<file path="src/bus_port_pkg.sv">
// Purpose: Shared constants and carriers for the parallel bus port
// Assumes: One T-state of the memory cycle is one clock period
// Notes:   Plain register port offsets are byte addresses

package bus_port_pkg;

  // Plain register port offsets
  localparam logic [3:0] OFF_CFG    = 4'h0;
  localparam logic [3:0] OFF_STATUS = 4'h4;
  localparam logic [3:0] OFF_PTR    = 4'h8;

  // Indexes behind the pin-side register data port
  localparam logic [1:0] IDX_CFG    = 2'h0;
  localparam logic [1:0] IDX_STATUS = 2'h1;

  // Fields of config_reg_three
  localparam int unsigned BIT_STYLE = 0;
  localparam int unsigned BIT_LATCH = 1;
  localparam int unsigned BIT_SWAP  = 2;
  localparam logic [2:0]  CFG_RESET = 3'h0;
  localparam logic [1:0]  PTR_RESET = 2'h0;

  // Words in one buffer burst
  localparam logic [3:0]  BURST_MAX = 4'h8;

  // Pins after synchronising; active-low pins keep their level
  typedef struct packed {
    logic        cs_n;
    logic        port_sel;
    logic        read;
    logic        data_strobe_n;
    logic        hold_grant_n;
    logic        ready_n;
    logic        request_sense;
    logic [15:0] muxed_addr_data;
  } pins_in_type;

  // Pin outputs with their enables
  typedef struct packed {
    logic [15:0] muxed_addr_data;
    logic        muxed_addr_data_oe;
    logic [7:0]  upper_address;
    logic        read;
    logic        lane_pin15;
    logic        lane_pin16;
    logic        lane_pin16_oe;
    logic        address_pulse;
    logic        data_strobe;
    logic        xcvr_out_enable_n;
    logic        xcvr_in_enable_n;
    logic        master_oe;
    logic        hold_request_oe;
    logic        ready_oe;
  } pins_out_type;

  // One DMA request from the controller core
  typedef struct packed {
    logic [23:0] addr;
    logic        write;
    logic        fifo;
    logic        single_byte;
    logic [3:0]  count;
  } dma_req_type;

endpackage

</file>
<file path="src/lan_ctrl_parallel_bus_port.sv">
// Purpose: Parallel bus port: DMA master and register slave
// Assumes: Pins are asynchronous and pass a three-stage filter
// Notes:   Open-drain pins drive low while their enable is high
// Behaviour
// - Low 16 address bits in address portion, data in data portion.
// - Eight upper address outputs for 24-bit space, driven as master.
// - As master, direction high means memory read, low means write.
// - As slave, direction input high means device drives register data.
// - Style bit 0 picks byte masks or byte line plus grant chain.
// - Mask pair upper/lower: low/low word, low/high upper, high/low lower.
// - Byte pins driven only as master; slave accesses are full words.
// - Byte line with address bit 0 selects word, lower or upper byte.
// - Grant chain out low on grant when not requesting, else high.
// - Swap puts the most significant byte on lines 7-0.
// - Swap applies only to packet FIFO data.
// - With swap, byte line lanes for address bit 0 invert; the code inverts only the mask pair and drives address bit 0 as is.
// - Port select low is register data port, high address port.
// - Latch style clear: latch output falls in address, stays low.
// - Latch style set: latch output pulses low in address portion.
// - Data strobe high in address portion, low in data portion.
// - Outbound enable low while driving: read address only, write all.
// - Inbound enable low in read data portion, high for writes.
// - Hold request low for the whole bus transaction.
// - Reset clears style; request style needs pin sensed high first.
// - Grant low makes device master; released after request drops.
// - Master samples ready; slave asserts ready when data is ready.
// - Six T-states per cycle, waits between fourth and fifth.
// - Bursts of up to eight single-word cycles; else single cycles. The code also bursts byte requests, stepping the address by 1.
//
// The register offsets and the address-and-strobe port were left to the implementer.

`timescale 1ns/10ps

module lan_ctrl_parallel_bus_port
  import bus_port_pkg::*;
(
  // Clock and reset
  input  wire logic         clk,
  input  wire logic         rst_n,
  // Plain register port
  input  wire logic [3:0]   reg_addr,
  input  wire logic [31:0]  reg_wdata,
  input  wire logic         reg_write,
  input  wire logic         reg_read,
  output logic [31:0]       reg_rdata,
  // DMA requests from the core
  input  wire logic         dma_valid,
  output logic              dma_ready,
  input  wire dma_req_type  dma_req,
  input  wire logic [15:0]  dma_wdata,
  output logic              word_load,
  output logic              word_done,
  output logic [15:0]       word_rdata,
  output logic              burst_done,
  // Pins
  input  wire pins_in_type  pins_in,
  output pins_out_type      pins_out
);

  typedef enum logic [3:0] {
    M_IDLE, M_REQ, M_T1, M_T2, M_T3, M_T4, M_TW, M_T5, M_T6
  } master_state_type;

  function automatic logic [15:0] swap16(input logic [15:0] w);
    swap16 = {w[7:0], w[15:8]};
  endfunction

  function automatic logic [15:0] pick_reg(input logic [1:0] idx,
                                            input logic [2:0] cfg,
                                            input logic [7:0] stat);
    case (idx)
      IDX_CFG:    pick_reg = {13'h0000, cfg};
      IDX_STATUS: pick_reg = {8'h00, stat};
      default:    pick_reg = 16'h0000;
    endcase
  endfunction

  // Three-stage pin filter
  pins_in_type s1_q, s2_q, s3_q, pin_q;
  logic [$bits(pins_in_type)-1:0] differ;
  assign differ = s2_q ^ s3_q;

  always_ff @(posedge clk or negedge rst_n)
  begin
    if (!rst_n)
    begin
      s1_q  <= '1;
      s2_q  <= '1;
      s3_q  <= '1;
      pin_q <= '1;
    end
    else
    begin
      s1_q  <= pins_in;
      s2_q  <= s1_q;
      s3_q  <= s2_q;
      pin_q <= (s2_q & ~differ) | (pin_q & differ);
    end
  end

  // Registers
  logic [2:0]  cfg_q, cfg_d;
  logic [1:0]  ptr_q, ptr_d;
  logic [7:0]  status;
  logic        style_line, latch_pulse, swap_on;

  assign style_line  = cfg_q[BIT_STYLE];
  assign latch_pulse = cfg_q[BIT_LATCH];
  assign swap_on     = cfg_q[BIT_SWAP];

  // Master state
  master_state_type state_q, state_d;
  dma_req_type      req_q, req_d;
  logic [3:0]       left_q, left_d;
  logic [15:0]      wd_q, wd_d;
  logic [15:0]      rd_q, rd_d;
  logic             req_on_q, req_on_d;
  logic             master, addr_phase, data_phase, rd_cyc, wr_cyc;
  logic             swap_eff, lane_up, grant, ready_in;

  assign grant      = ~pin_q.hold_grant_n;
  assign ready_in   = ~pin_q.ready_n;
  assign master     = (state_q != M_IDLE) && (state_q != M_REQ);
  assign addr_phase = (state_q == M_T1) || (state_q == M_T2);
  assign data_phase = master && !addr_phase;
  assign rd_cyc     = master && !req_q.write;
  assign wr_cyc     = master && req_q.write;
  assign swap_eff   = swap_on && req_q.fifo;
  assign lane_up    = req_q.addr[0] ^ swap_eff;

  assign dma_ready  = (state_q == M_IDLE);
  assign word_load  = (state_q == M_T1);
  assign word_done  = (state_q == M_T6);
  assign burst_done = word_done && (left_q == 4'h1);
  assign word_rdata = rd_q;

  // request style waits for a high pin
  logic hold_allowed;
  assign hold_allowed = !style_line || pin_q.request_sense;

  always_comb
  begin
    state_d  = state_q;
    req_d    = req_q;
    left_d   = left_q;
    wd_d     = wd_q;
    rd_d     = rd_q;
    req_on_d = req_on_q;
    case (state_q)
      M_IDLE:
        if (dma_valid)
        begin
          req_d = dma_req;
          if (dma_req.count == 4'h0)
            left_d = 4'h1;
          else if (dma_req.count > BURST_MAX)
            left_d = BURST_MAX;
          else
            left_d = dma_req.count;
          state_d = M_REQ;
        end
      M_REQ:
      begin
        if (hold_allowed)
          req_on_d = 1'b1;
        if (req_on_q && grant)
          state_d = M_T1;
      end
      M_T1:
      begin
        wd_d    = swap_eff ? swap16(dma_wdata) : dma_wdata;
        state_d = M_T2;
      end
      M_T2: state_d = M_T3;
      M_T3: state_d = M_T4;
      // waits sit between T4 and T5
      M_T4: state_d = ready_in ? M_T5 : M_TW;
      M_TW: state_d = ready_in ? M_T5 : M_TW;
      M_T5:
      begin
        if (!req_q.write)
          rd_d = swap_eff ? swap16(pin_q.muxed_addr_data)
                          : pin_q.muxed_addr_data;
        state_d = M_T6;
      end
      M_T6:
        if (left_q == 4'h1)
        begin
          req_on_d = 1'b0;
          state_d  = M_IDLE;
        end
        else
        begin
          left_d   = left_q - 4'h1;
          req_d.addr = req_q.single_byte ? req_q.addr + 24'h000001
                                         : req_q.addr + 24'h000002;
          state_d  = M_T1;
        end
      default: state_d = M_IDLE;
    endcase
  end

  always_ff @(posedge clk or negedge rst_n)
  begin
    if (!rst_n)
    begin
      state_q  <= M_IDLE;
      req_q    <= '0;
      left_q   <= 4'h0;
      wd_q     <= 16'h0000;
      rd_q     <= 16'h0000;
      req_on_q <= 1'b0;
    end
    else
    begin
      state_q  <= state_d;
      req_q    <= req_d;
      left_q   <= left_d;
      wd_q     <= wd_d;
      rd_q     <= rd_d;
      req_on_q <= req_on_d;
    end
  end

  // Slave side
  logic slave_sel, slave_strobe, slave_ack_q, slave_ack_d;
  logic slave_take, slave_rd_q, slave_rd_d;
  logic [15:0] slave_data_q, slave_data_d;
  logic pin_cfg_wr, pin_ptr_wr;

  // chip select honoured only while grant is inactive
  assign slave_sel    = !pin_q.cs_n && !grant && !master;
  assign slave_strobe = slave_sel && !pin_q.data_strobe_n;
  assign slave_take   = slave_strobe && !slave_ack_q;
  // port select picks address or data port
  assign pin_ptr_wr   = slave_take && !pin_q.read && pin_q.port_sel;
  assign pin_cfg_wr   = slave_take && !pin_q.read && !pin_q.port_sel
                        && (ptr_q == IDX_CFG);

  always_comb
  begin
    slave_ack_d  = slave_ack_q;
    slave_rd_d   = slave_rd_q;
    slave_data_d = slave_data_q;
    if (slave_take)
    begin
      slave_rd_d   = pin_q.read;
      slave_data_d = pin_q.port_sel ? {14'h0000, ptr_q}
                                    : pick_reg(ptr_q, cfg_q, status);
      slave_ack_d  = 1'b1;
    end
    // ready held until the strobe returns high
    else if (!slave_strobe)
    begin
      slave_ack_d = 1'b0;
      slave_rd_d  = 1'b0;
    end
  end

  always_ff @(posedge clk or negedge rst_n)
  begin
    if (!rst_n)
    begin
      slave_ack_q  <= 1'b0;
      slave_rd_q   <= 1'b0;
      slave_data_q <= 16'h0000;
    end
    else
    begin
      slave_ack_q  <= slave_ack_d;
      slave_rd_q   <= slave_rd_d;
      slave_data_q <= slave_data_d;
    end
  end

  // Register writes; the pin side wins a collision
  logic bus_cfg_wr, bus_ptr_wr;
  assign bus_cfg_wr = reg_write && (reg_addr == OFF_CFG);
  assign bus_ptr_wr = reg_write && (reg_addr == OFF_PTR);

  always_comb
  begin
    cfg_d = cfg_q;
    ptr_d = ptr_q;
    if (pin_cfg_wr)
      cfg_d = pin_q.muxed_addr_data[2:0];
    else if (bus_cfg_wr)
      cfg_d = reg_wdata[2:0];
    if (pin_ptr_wr)
      ptr_d = pin_q.muxed_addr_data[1:0];
    else if (bus_ptr_wr)
      ptr_d = reg_wdata[1:0];
  end

  always_ff @(posedge clk or negedge rst_n)
  begin
    if (!rst_n)
    begin
      cfg_q <= CFG_RESET;
      ptr_q <= PTR_RESET;
    end
    else
    begin
      cfg_q <= cfg_d;
      ptr_q <= ptr_d;
    end
  end

  assign status = {3'h0, slave_ack_q, grant, req_on_q, master, !dma_ready};

  // Plain port read data, one cycle after the strobe
  logic [31:0] rdata_d;
  always_comb
  begin
    rdata_d = 32'h0000_0000;
    if (reg_read)
      case (reg_addr)
        OFF_CFG:    rdata_d = {29'h0000_0000, cfg_q};
        OFF_STATUS: rdata_d = {24'h00_0000, status};
        OFF_PTR:    rdata_d = {30'h0000_0000, ptr_q};
        default:    rdata_d = 32'h0000_0000;
      endcase
  end

  always_ff @(posedge clk or negedge rst_n)
  begin
    if (!rst_n)
      reg_rdata <= 32'h0000_0000;
    else
      reg_rdata <= rdata_d;
  end

  // Pin outputs
  logic [1:0]  lanes_n;
  logic [15:0] addr_word;
  logic        pulse_lvl, chain_out;

  // mask pair, active low per lane
  assign lanes_n = req_q.single_byte ? (lane_up ? 2'b01 : 2'b10) : 2'b00;
  // word cycles put address bit 0 low
  assign addr_word = req_q.single_byte ? req_q.addr[15:0]
                                       : {req_q.addr[15:1], 1'b0};
  // latch style: falls after T1 and stays low
  // pulse style: low only in T2
  assign pulse_lvl = latch_pulse ? (state_q != M_T2) : (state_q == M_T1);
  // grant chain follows grant when not requesting
  assign chain_out = !(grant && !req_on_q);

  always_comb
  begin
    pins_out = '0;
    // address then data on the muxed lines
    if (addr_phase)
      pins_out.muxed_addr_data = addr_word;
    else if (master)
      pins_out.muxed_addr_data = wd_q;
    else
      pins_out.muxed_addr_data = slave_data_q;
    // as master, drive while outbound enable is low; as slave, drive on register reads
    pins_out.muxed_addr_data_oe = (master && (addr_phase || wr_cyc))
                                  || (slave_ack_q && slave_rd_q);
    pins_out.upper_address = req_q.addr[23:16];
    pins_out.read          = !req_q.write;
    // pin function follows the style bit
    pins_out.lane_pin15    = style_line ? req_q.single_byte : lanes_n[0];
    pins_out.lane_pin16    = style_line ? chain_out : lanes_n[1];
    pins_out.lane_pin16_oe = style_line || master;
    pins_out.address_pulse = pulse_lvl;
    // data strobe low in data portion up to T5
    pins_out.data_strobe   = !(data_phase && (state_q != M_T6));
    pins_out.xcvr_out_enable_n = !(addr_phase || wr_cyc);
    // inbound enable in read data portion
    pins_out.xcvr_in_enable_n  = !(rd_cyc && data_phase
                                   && (state_q != M_T6));
    pins_out.master_oe     = master;
    // hold request across the whole transaction
    pins_out.hold_request_oe = req_on_q;
    pins_out.ready_oe      = slave_ack_q;
  end

endmodule // lan_ctrl_parallel_bus_port

</file>
<file path="config.mk">
export PLATFORM = sky130hd
export DESIGN_NAME = lan_ctrl_parallel_bus_port
export DESIGN_NICKNAME = d
export VERILOG_FILES = /design/src/bus_port_pkg.sv /design/src/lan_ctrl_parallel_bus_port.sv
export SDC_FILE = /design/constraint.sdc
export NUM_CORES = 1
export LEC_CHECK = 0
export BUFFER_PORTS_ARGS = -buffer_cell sky130_fd_sc_hd__buf_2
export CAP_MARGIN = 15
export CORE_MARGIN = 4
export CORE_UTILIZATION = 30
export CTS_BUF_LIST = sky130_fd_sc_hd__clkbuf_4 sky130_fd_sc_hd__clkbuf_8
export CTS_CLUSTER_SIZE = 20
export DETAILED_ROUTE_END_ITERATION = 16
export PLACE_DENSITY_LB_ADDON = 0.2
export SLEW_MARGIN = 15
export SYNTH_ARGS = -nofsm -noshare
export SYNTH_HDL_FRONTEND = slang
export SYNTH_SLANG_ARGS = --single-unit
</file>
<file path="constraint.sdc">
create_clock -name clk -period 2.45 [get_ports clk]
set_input_delay 0 -clock clk [delete_from_list [all_inputs] [get_ports clk]]
set_output_delay 0 -clock clk [all_outputs]
set_load 0.01 [all_outputs]
</file>
======== After elaboration in Yosys (flattened, before gate mapping) ========
Cells that the tools add are included.
cells by class
  muxes and demuxes ....................... 38
  bitwise logic cells ..................... 8
  add/sub/neg operators ................... 3
  equality and inequality tests ........... 21
  reductions and logical operators ........ 58
  magnitude comparators ................... 1
operators by type and width
  operator                                        number
  2-to-1 mux 16 bit                               5
  2-to-1 mux 24 bit                               2
  case mux 24 bit (2 select lines)                1
  AND 23 bit                                      2
  case mux 4 bit (8 select lines)                 1
  2-to-1 mux 31 bit                               1
  adder 24 x 1 -> 24 bit (second input constant)  1
  adder 24 x 2 -> 24 bit (second input constant)  1
  2-to-1 mux 4 bit                                6
  logical AND 1 bit                               23
  NOT 23 bit                                      1
  OR 23 bit                                       1
  bitwise XOR 23 bit                              1
  == test 4 x 3 -> 1 bit (second input constant)  5
  zero test 1 bit                                 15
  case mux 5 bit (3 select lines)                 1
  zero test 4 bit                                 3
  2-to-1 mux 1 bit                                10
  2-to-1 mux 2 bit                                5
  case mux 5 bit (2 select lines)                 1
  == test 4 x 1 -> 1 bit (second input constant)  2
  == test 4 x 2 -> 1 bit (second input constant)  2
  == test 4 bit (second input constant)           2
  inequality test 2 bit (second input constant)   4
  other kinds (20)                                33
word-level totals
  bits in registers ....................... 219
  input port bits ......................... 111
  logic and storage cells ................. 177
  output and inout port bits .............. 88

======== Longest topological paths before layout ========
  word-level depth ........................ 10
  mapped depth ............................ 8
  depth with buffers taken out ............ 7

======== Worst setup path after synthesis ========
OpenSTA, ideal clock, no wires.
  path type ............................... register to register
  from .................................... register left_q[1]
  to ...................................... register req_q (netlist bit pins_out[17])
  clock period less this slack ............ 1878 ps
  library setup time ...................... 126 ps
  stages on the path, launching flop included .. 7
  arrival ................................. 1752 ps
  data required time ...................... 2324 ps
  buffers on the path ..................... 0
  slack ................................... 572 ps
  cells stage by stage .................... dfrtp_1 inv_1 ha_1 nor3b_1 or3_1 mux2i_1 a221o_1
on the way
  longest elaborated chain between the ends .. 3
ends and longest elaborated chain
  element                          line                               source
  start: declaration               lan_ctrl_parallel_bus_port.sv:114  logic [3:0] left_q, left_d;
  start signal: assignment         lan_ctrl_parallel_bus_port.sv:218  left_q <= left_d;
  == test 4 x 1 -> 1 bit           lan_ctrl_parallel_bus_port.sv:187  if (left_q == 4'h1)
  inequality test 2 bit (no line)  n/a
  AND reduction 3 bit (no line)    n/a
  end signal: assignment           lan_ctrl_parallel_bus_port.sv:217  req_q <= req_d;
  end: declaration                 lan_ctrl_parallel_bus_port.sv:113  dma_req_type req_q, req_d;
Every way passes these cells.
A chain may end at the register's enable or synchronous reset.

==> flow_summary.ini <==
[run_status]
result_of_the_run = finished clean

[synth]
synth_seq_cells = 177
yosysTopAreaCellShare_pct = 30.4
synth-edff-count = 0
number_of_cells_produced_by_synthesis = 724
synth_seq_area_share_pct = 57.2
post_syn_area_um2 = 7950
postSynth.asyncResetShare_pct = 100
yosys.cell_types.count = 62
yosys-top-cells-area = sky130_fd_sc_hd__dfstp_2 30%, sky130_fd_sc_hd__dfrtp_1 27%, sky130_fd_sc_hd__mux2i_1 5.5%, sky130_fd_sc_hd__a21oi_1 4.1%, sky130_fd_sc_hd__buf_4 3.9%
ys.flop_type = sky130_fd_sc_hd__dfstp_2
yosysWarnings = 0
netlist.top_cell.by_area = sky130_fd_sc_hd__dfstp_2
syn_area_per_cell_um2 = 11.0

[cells_and_area]
final_common_cell = sky130_fd_sc_hd__buf_2
most_frequent_cells_in_the_layout = 141 x sky130_fd_sc_hd__buf_2, 92 x sky130_fd_sc_hd__dfstp_2, 88 x sky130_fd_sc_hd__dlygate4sd3_1, 85 x sky130_fd_sc_hd__dfrtp_1, 65 x sky130_fd_sc_hd__a21oi_1
finalNetCount = 1058
synthToLayoutAreaGrowth_pct = 28.2
layout-drive-gt1-share_pct = 32.9
layout.cells.non_filler = 1292

[timing]
setup_violations = 0
final_max_slew_viol_count = 0
period_share_pct = 86.2
final.min_clock_period_ns = 2.11
max_clock_freq_mhz = 474
slew_headroom_pct = 55.3
grt_setup_unrepaired = no
fin_setup_tns_ns = 0
worst_slew_pin_slew_ns = 0.670
finClkSkew_ns = 0.0235
finalHoldViolations = 0

[power_and_ir_drop]
combinationalPowerShare_pct = 37.2
power.leakage_nw = 4.58
vdd_ir_drop_max_mv = 0.418
power.sequential.fraction_pct = 42.5
p_int_mw = 6.22
p_clk_share_pct = 20.3
netSwitchingFraction_pct = 39.3
netSwitchingPower_mw = 4.03
power_density_of_the_placed_cells_nw_per_um2 = 1010

[cts]
insertion_delay_to_the_later_sink_of_the_worst_skew_pair_ns = 0.46
ctsRootBufferMaster = sky130_fd_sc_hd__clkbuf_8
cts_post_setup_buffers_inserted = 0
cts_tree = built
post_cts.resized_instances = 0
cts-htree-levels = 4
clk_sink_count = 177
clock_path_buffers = 2
cts_made_buffers = 17
cts_hold_buf = 88
path_clk_slew_ns = 0.11

[place]
dp_hpwl_mm = 14.1
port_buffers = 142
place_inst = 1171
gp_routability_congestion = 0.813

[routing]
final_antenna_net_count = 0
remaining_drc_errors = 0
drt-initial-drc-count = 359
drt_pass1_iterations = 4
drt_wl_total_mm = 20.5
route.detailed.wl_per_inst_um = 15.8
dr_total_vias = 5940
drt-vias-per-instance = 4.60

[min_path]
worst_hold_path_type = in2reg

[grt]
grt_max_degree = 70
grt_antenna_before_repair = 1
vias_in_the_first_global_route = 6028
leftover_overflow_at_the_end_of_global_routing = 0
grt_first_pass_wirelength_mm = 32.4
grtUsageTotal_pct = 14.0

[critical_path]
crit_type = reg2out
worstPathArrival_ns = 2.11
timing.critical_path.from_type = register
endpoint_kind = output port
timing.critical_path.required_ns = 2.45
crit_path_max_fanout = 30

[floorplan]
io_pins = 199
initial_core_utilization_pct = 30.5
total_die_area_um2 = 29200
floorplan.core_area_um2 = 26100
fp.dieW_um = 171
placementRows = 59
chipHeight_um = 171

[job]
drv_cap = 0
-- layer usage --
| metal | track usage [%] | part of all wire (%) | routed length (µm) | vias to the layer above |
|---|---|---|---|---|
| li1 | - | - | - | 2930 |
| met1 | 19.6 | 48 | 9790 | 2846 |
| met2 | 22.2 | 46 | 9480 | 142 |
| met3 | 2.54 | 4.0 | 828 | 22 |
| met4 | 4.51 | 1.8 | 362 | 0 |
| met5 | 0 | 0 | 0 | - |
-- stage by stage --
stage | util (%) | power, mW | setup slack (ns) | hold slack, ns | instance area [µm²]
CTS | 39.1 | 10.4 | 0.284 | 0.00428 | 10200
floorplan | - | 6.75 | 0.572 | -0.296 | 8040
detailed placement | 34.1 | 8.13 | 0.374 | 0.0352 | 8890
global route | 39.1 | 11.0 | 0.156 | 0.0524 | 10200
global placement | 34.1 | 8.09 | 0.386 | 0.0337 | 8890
finish | 39.1 | 10.2 | 0.339 | 0.0408 | 10200
-- Yosys cell counts, types with 3 or more instances --
library cell	instances
sky130_fd_sc_hd__dfstp_2	92
sky130_fd_sc_hd__dfrtp_1	85
sky130_fd_sc_hd__a21oi_1	65
sky130_fd_sc_hd__nor2_1	65
sky130_fd_sc_hd__nand2_1	59
sky130_fd_sc_hd__mux2i_1	44
sky130_fd_sc_hd__buf_4	41
sky130_fd_sc_hd__o21ai_0	33
sky130_fd_sc_hd__maj3_1	23
sky130_fd_sc_hd__nand3_1	19
sky130_fd_sc_hd__clkbuf_1	18
sky130_fd_sc_hd__a31oi_1	17
sky130_fd_sc_hd__inv_1	15
sky130_fd_sc_hd__nor3_1	14
sky130_fd_sc_hd__mux2_2	13
sky130_fd_sc_hd__buf_2	12
sky130_fd_sc_hd__and3_1	7
sky130_fd_sc_hd__nor4_1	7
sky130_fd_sc_hd__nand2b_1	6
sky130_fd_sc_hd__o21ai_1	6
sky130_fd_sc_hd__a311oi_1	5
sky130_fd_sc_hd__buf_6	5
sky130_fd_sc_hd__and4_1	4
sky130_fd_sc_hd__buf_1	4
sky130_fd_sc_hd__ha_1	4
sky130_fd_sc_hd__nand4_1	4
sky130_fd_sc_hd__nor2b_1	4
sky130_fd_sc_hd__a211oi_1	3
sky130_fd_sc_hd__a221o_1	3
sky130_fd_sc_hd__a22oi_1	3
sky130_fd_sc_hd__nand3b_1	3
-- critical path, cell delays in order, from the launching register on --
cell and delay, ns:
sky130_fd_sc_hd__dfrtp_1 0.38, sky130_fd_sc_hd__buf_4 0.17, sky130_fd_sc_hd__or2_1 0.30, sky130_fd_sc_hd__buf_4 0.25, sky130_fd_sc_hd__o21ai_0 0.36, sky130_fd_sc_hd__buf_2 0.20
-- cells by family after synthesis --
| group | after synthesis | synth area share, % |
|---|---|---|
| simple gates | 206 | 12.3 |
| flops | 177 | 57.2 |
| compound gates | 157 | 12.0 |
| buf+inv | 96 | 7.20 |
| mux | 57 | 7.39 |
| fa+ha+maj | 27 | 3.53 |
| xor+xnor | 3 | 0.331 |
| other cells | 1 | 0.0472 |
-- power groups by stage --
| stage | Sequential, mW | Combinational (mW) | Clock [mW] |
|---|---|---|---|
| floorplan | 4.24 | 2.51 | 0 |
| global placement | 4.40 | 3.69 | 0 |
| detailed placement | 4.40 | 3.73 | 0 |
| CTS | 4.35 | 3.88 | 2.19 |
| global route | 4.47 | 4.27 | 2.30 |
| finish | 4.36 | 3.81 | 2.08 |
-- area by class of cell --
cell class                      instances  area, µm²
Multi-Input combinational cell        477       2930
Inverter                               16       65.1
Fill cell                            2573      15900
Tap cell                              335        419
Timing Repair Buffer                  254       1820
Clock inverter                         14        166
Clock buffer                           18        241
Sequential cell                       177       4540
Antenna cell                            1       2.50
-- worst paths after layout --
kind	cells after the start	slack, ns	startpoint	end
setup / recovery	5	0.34	state_q[2]	pins_out[25]
hold / removal	4	0.04	dma_req[17]	req_q[17]
setup reg to reg	7	0.35	state_q[2]	left_q[0]
hold reg to reg	0	0.35	s1_q[13]	s2_q[13]
max in group asynchronous	3	1.45	rst_n	async pin
min in group asynchronous	2	0.08	rst_n	left_q[2]
Power figures use the tool's default switching activity.
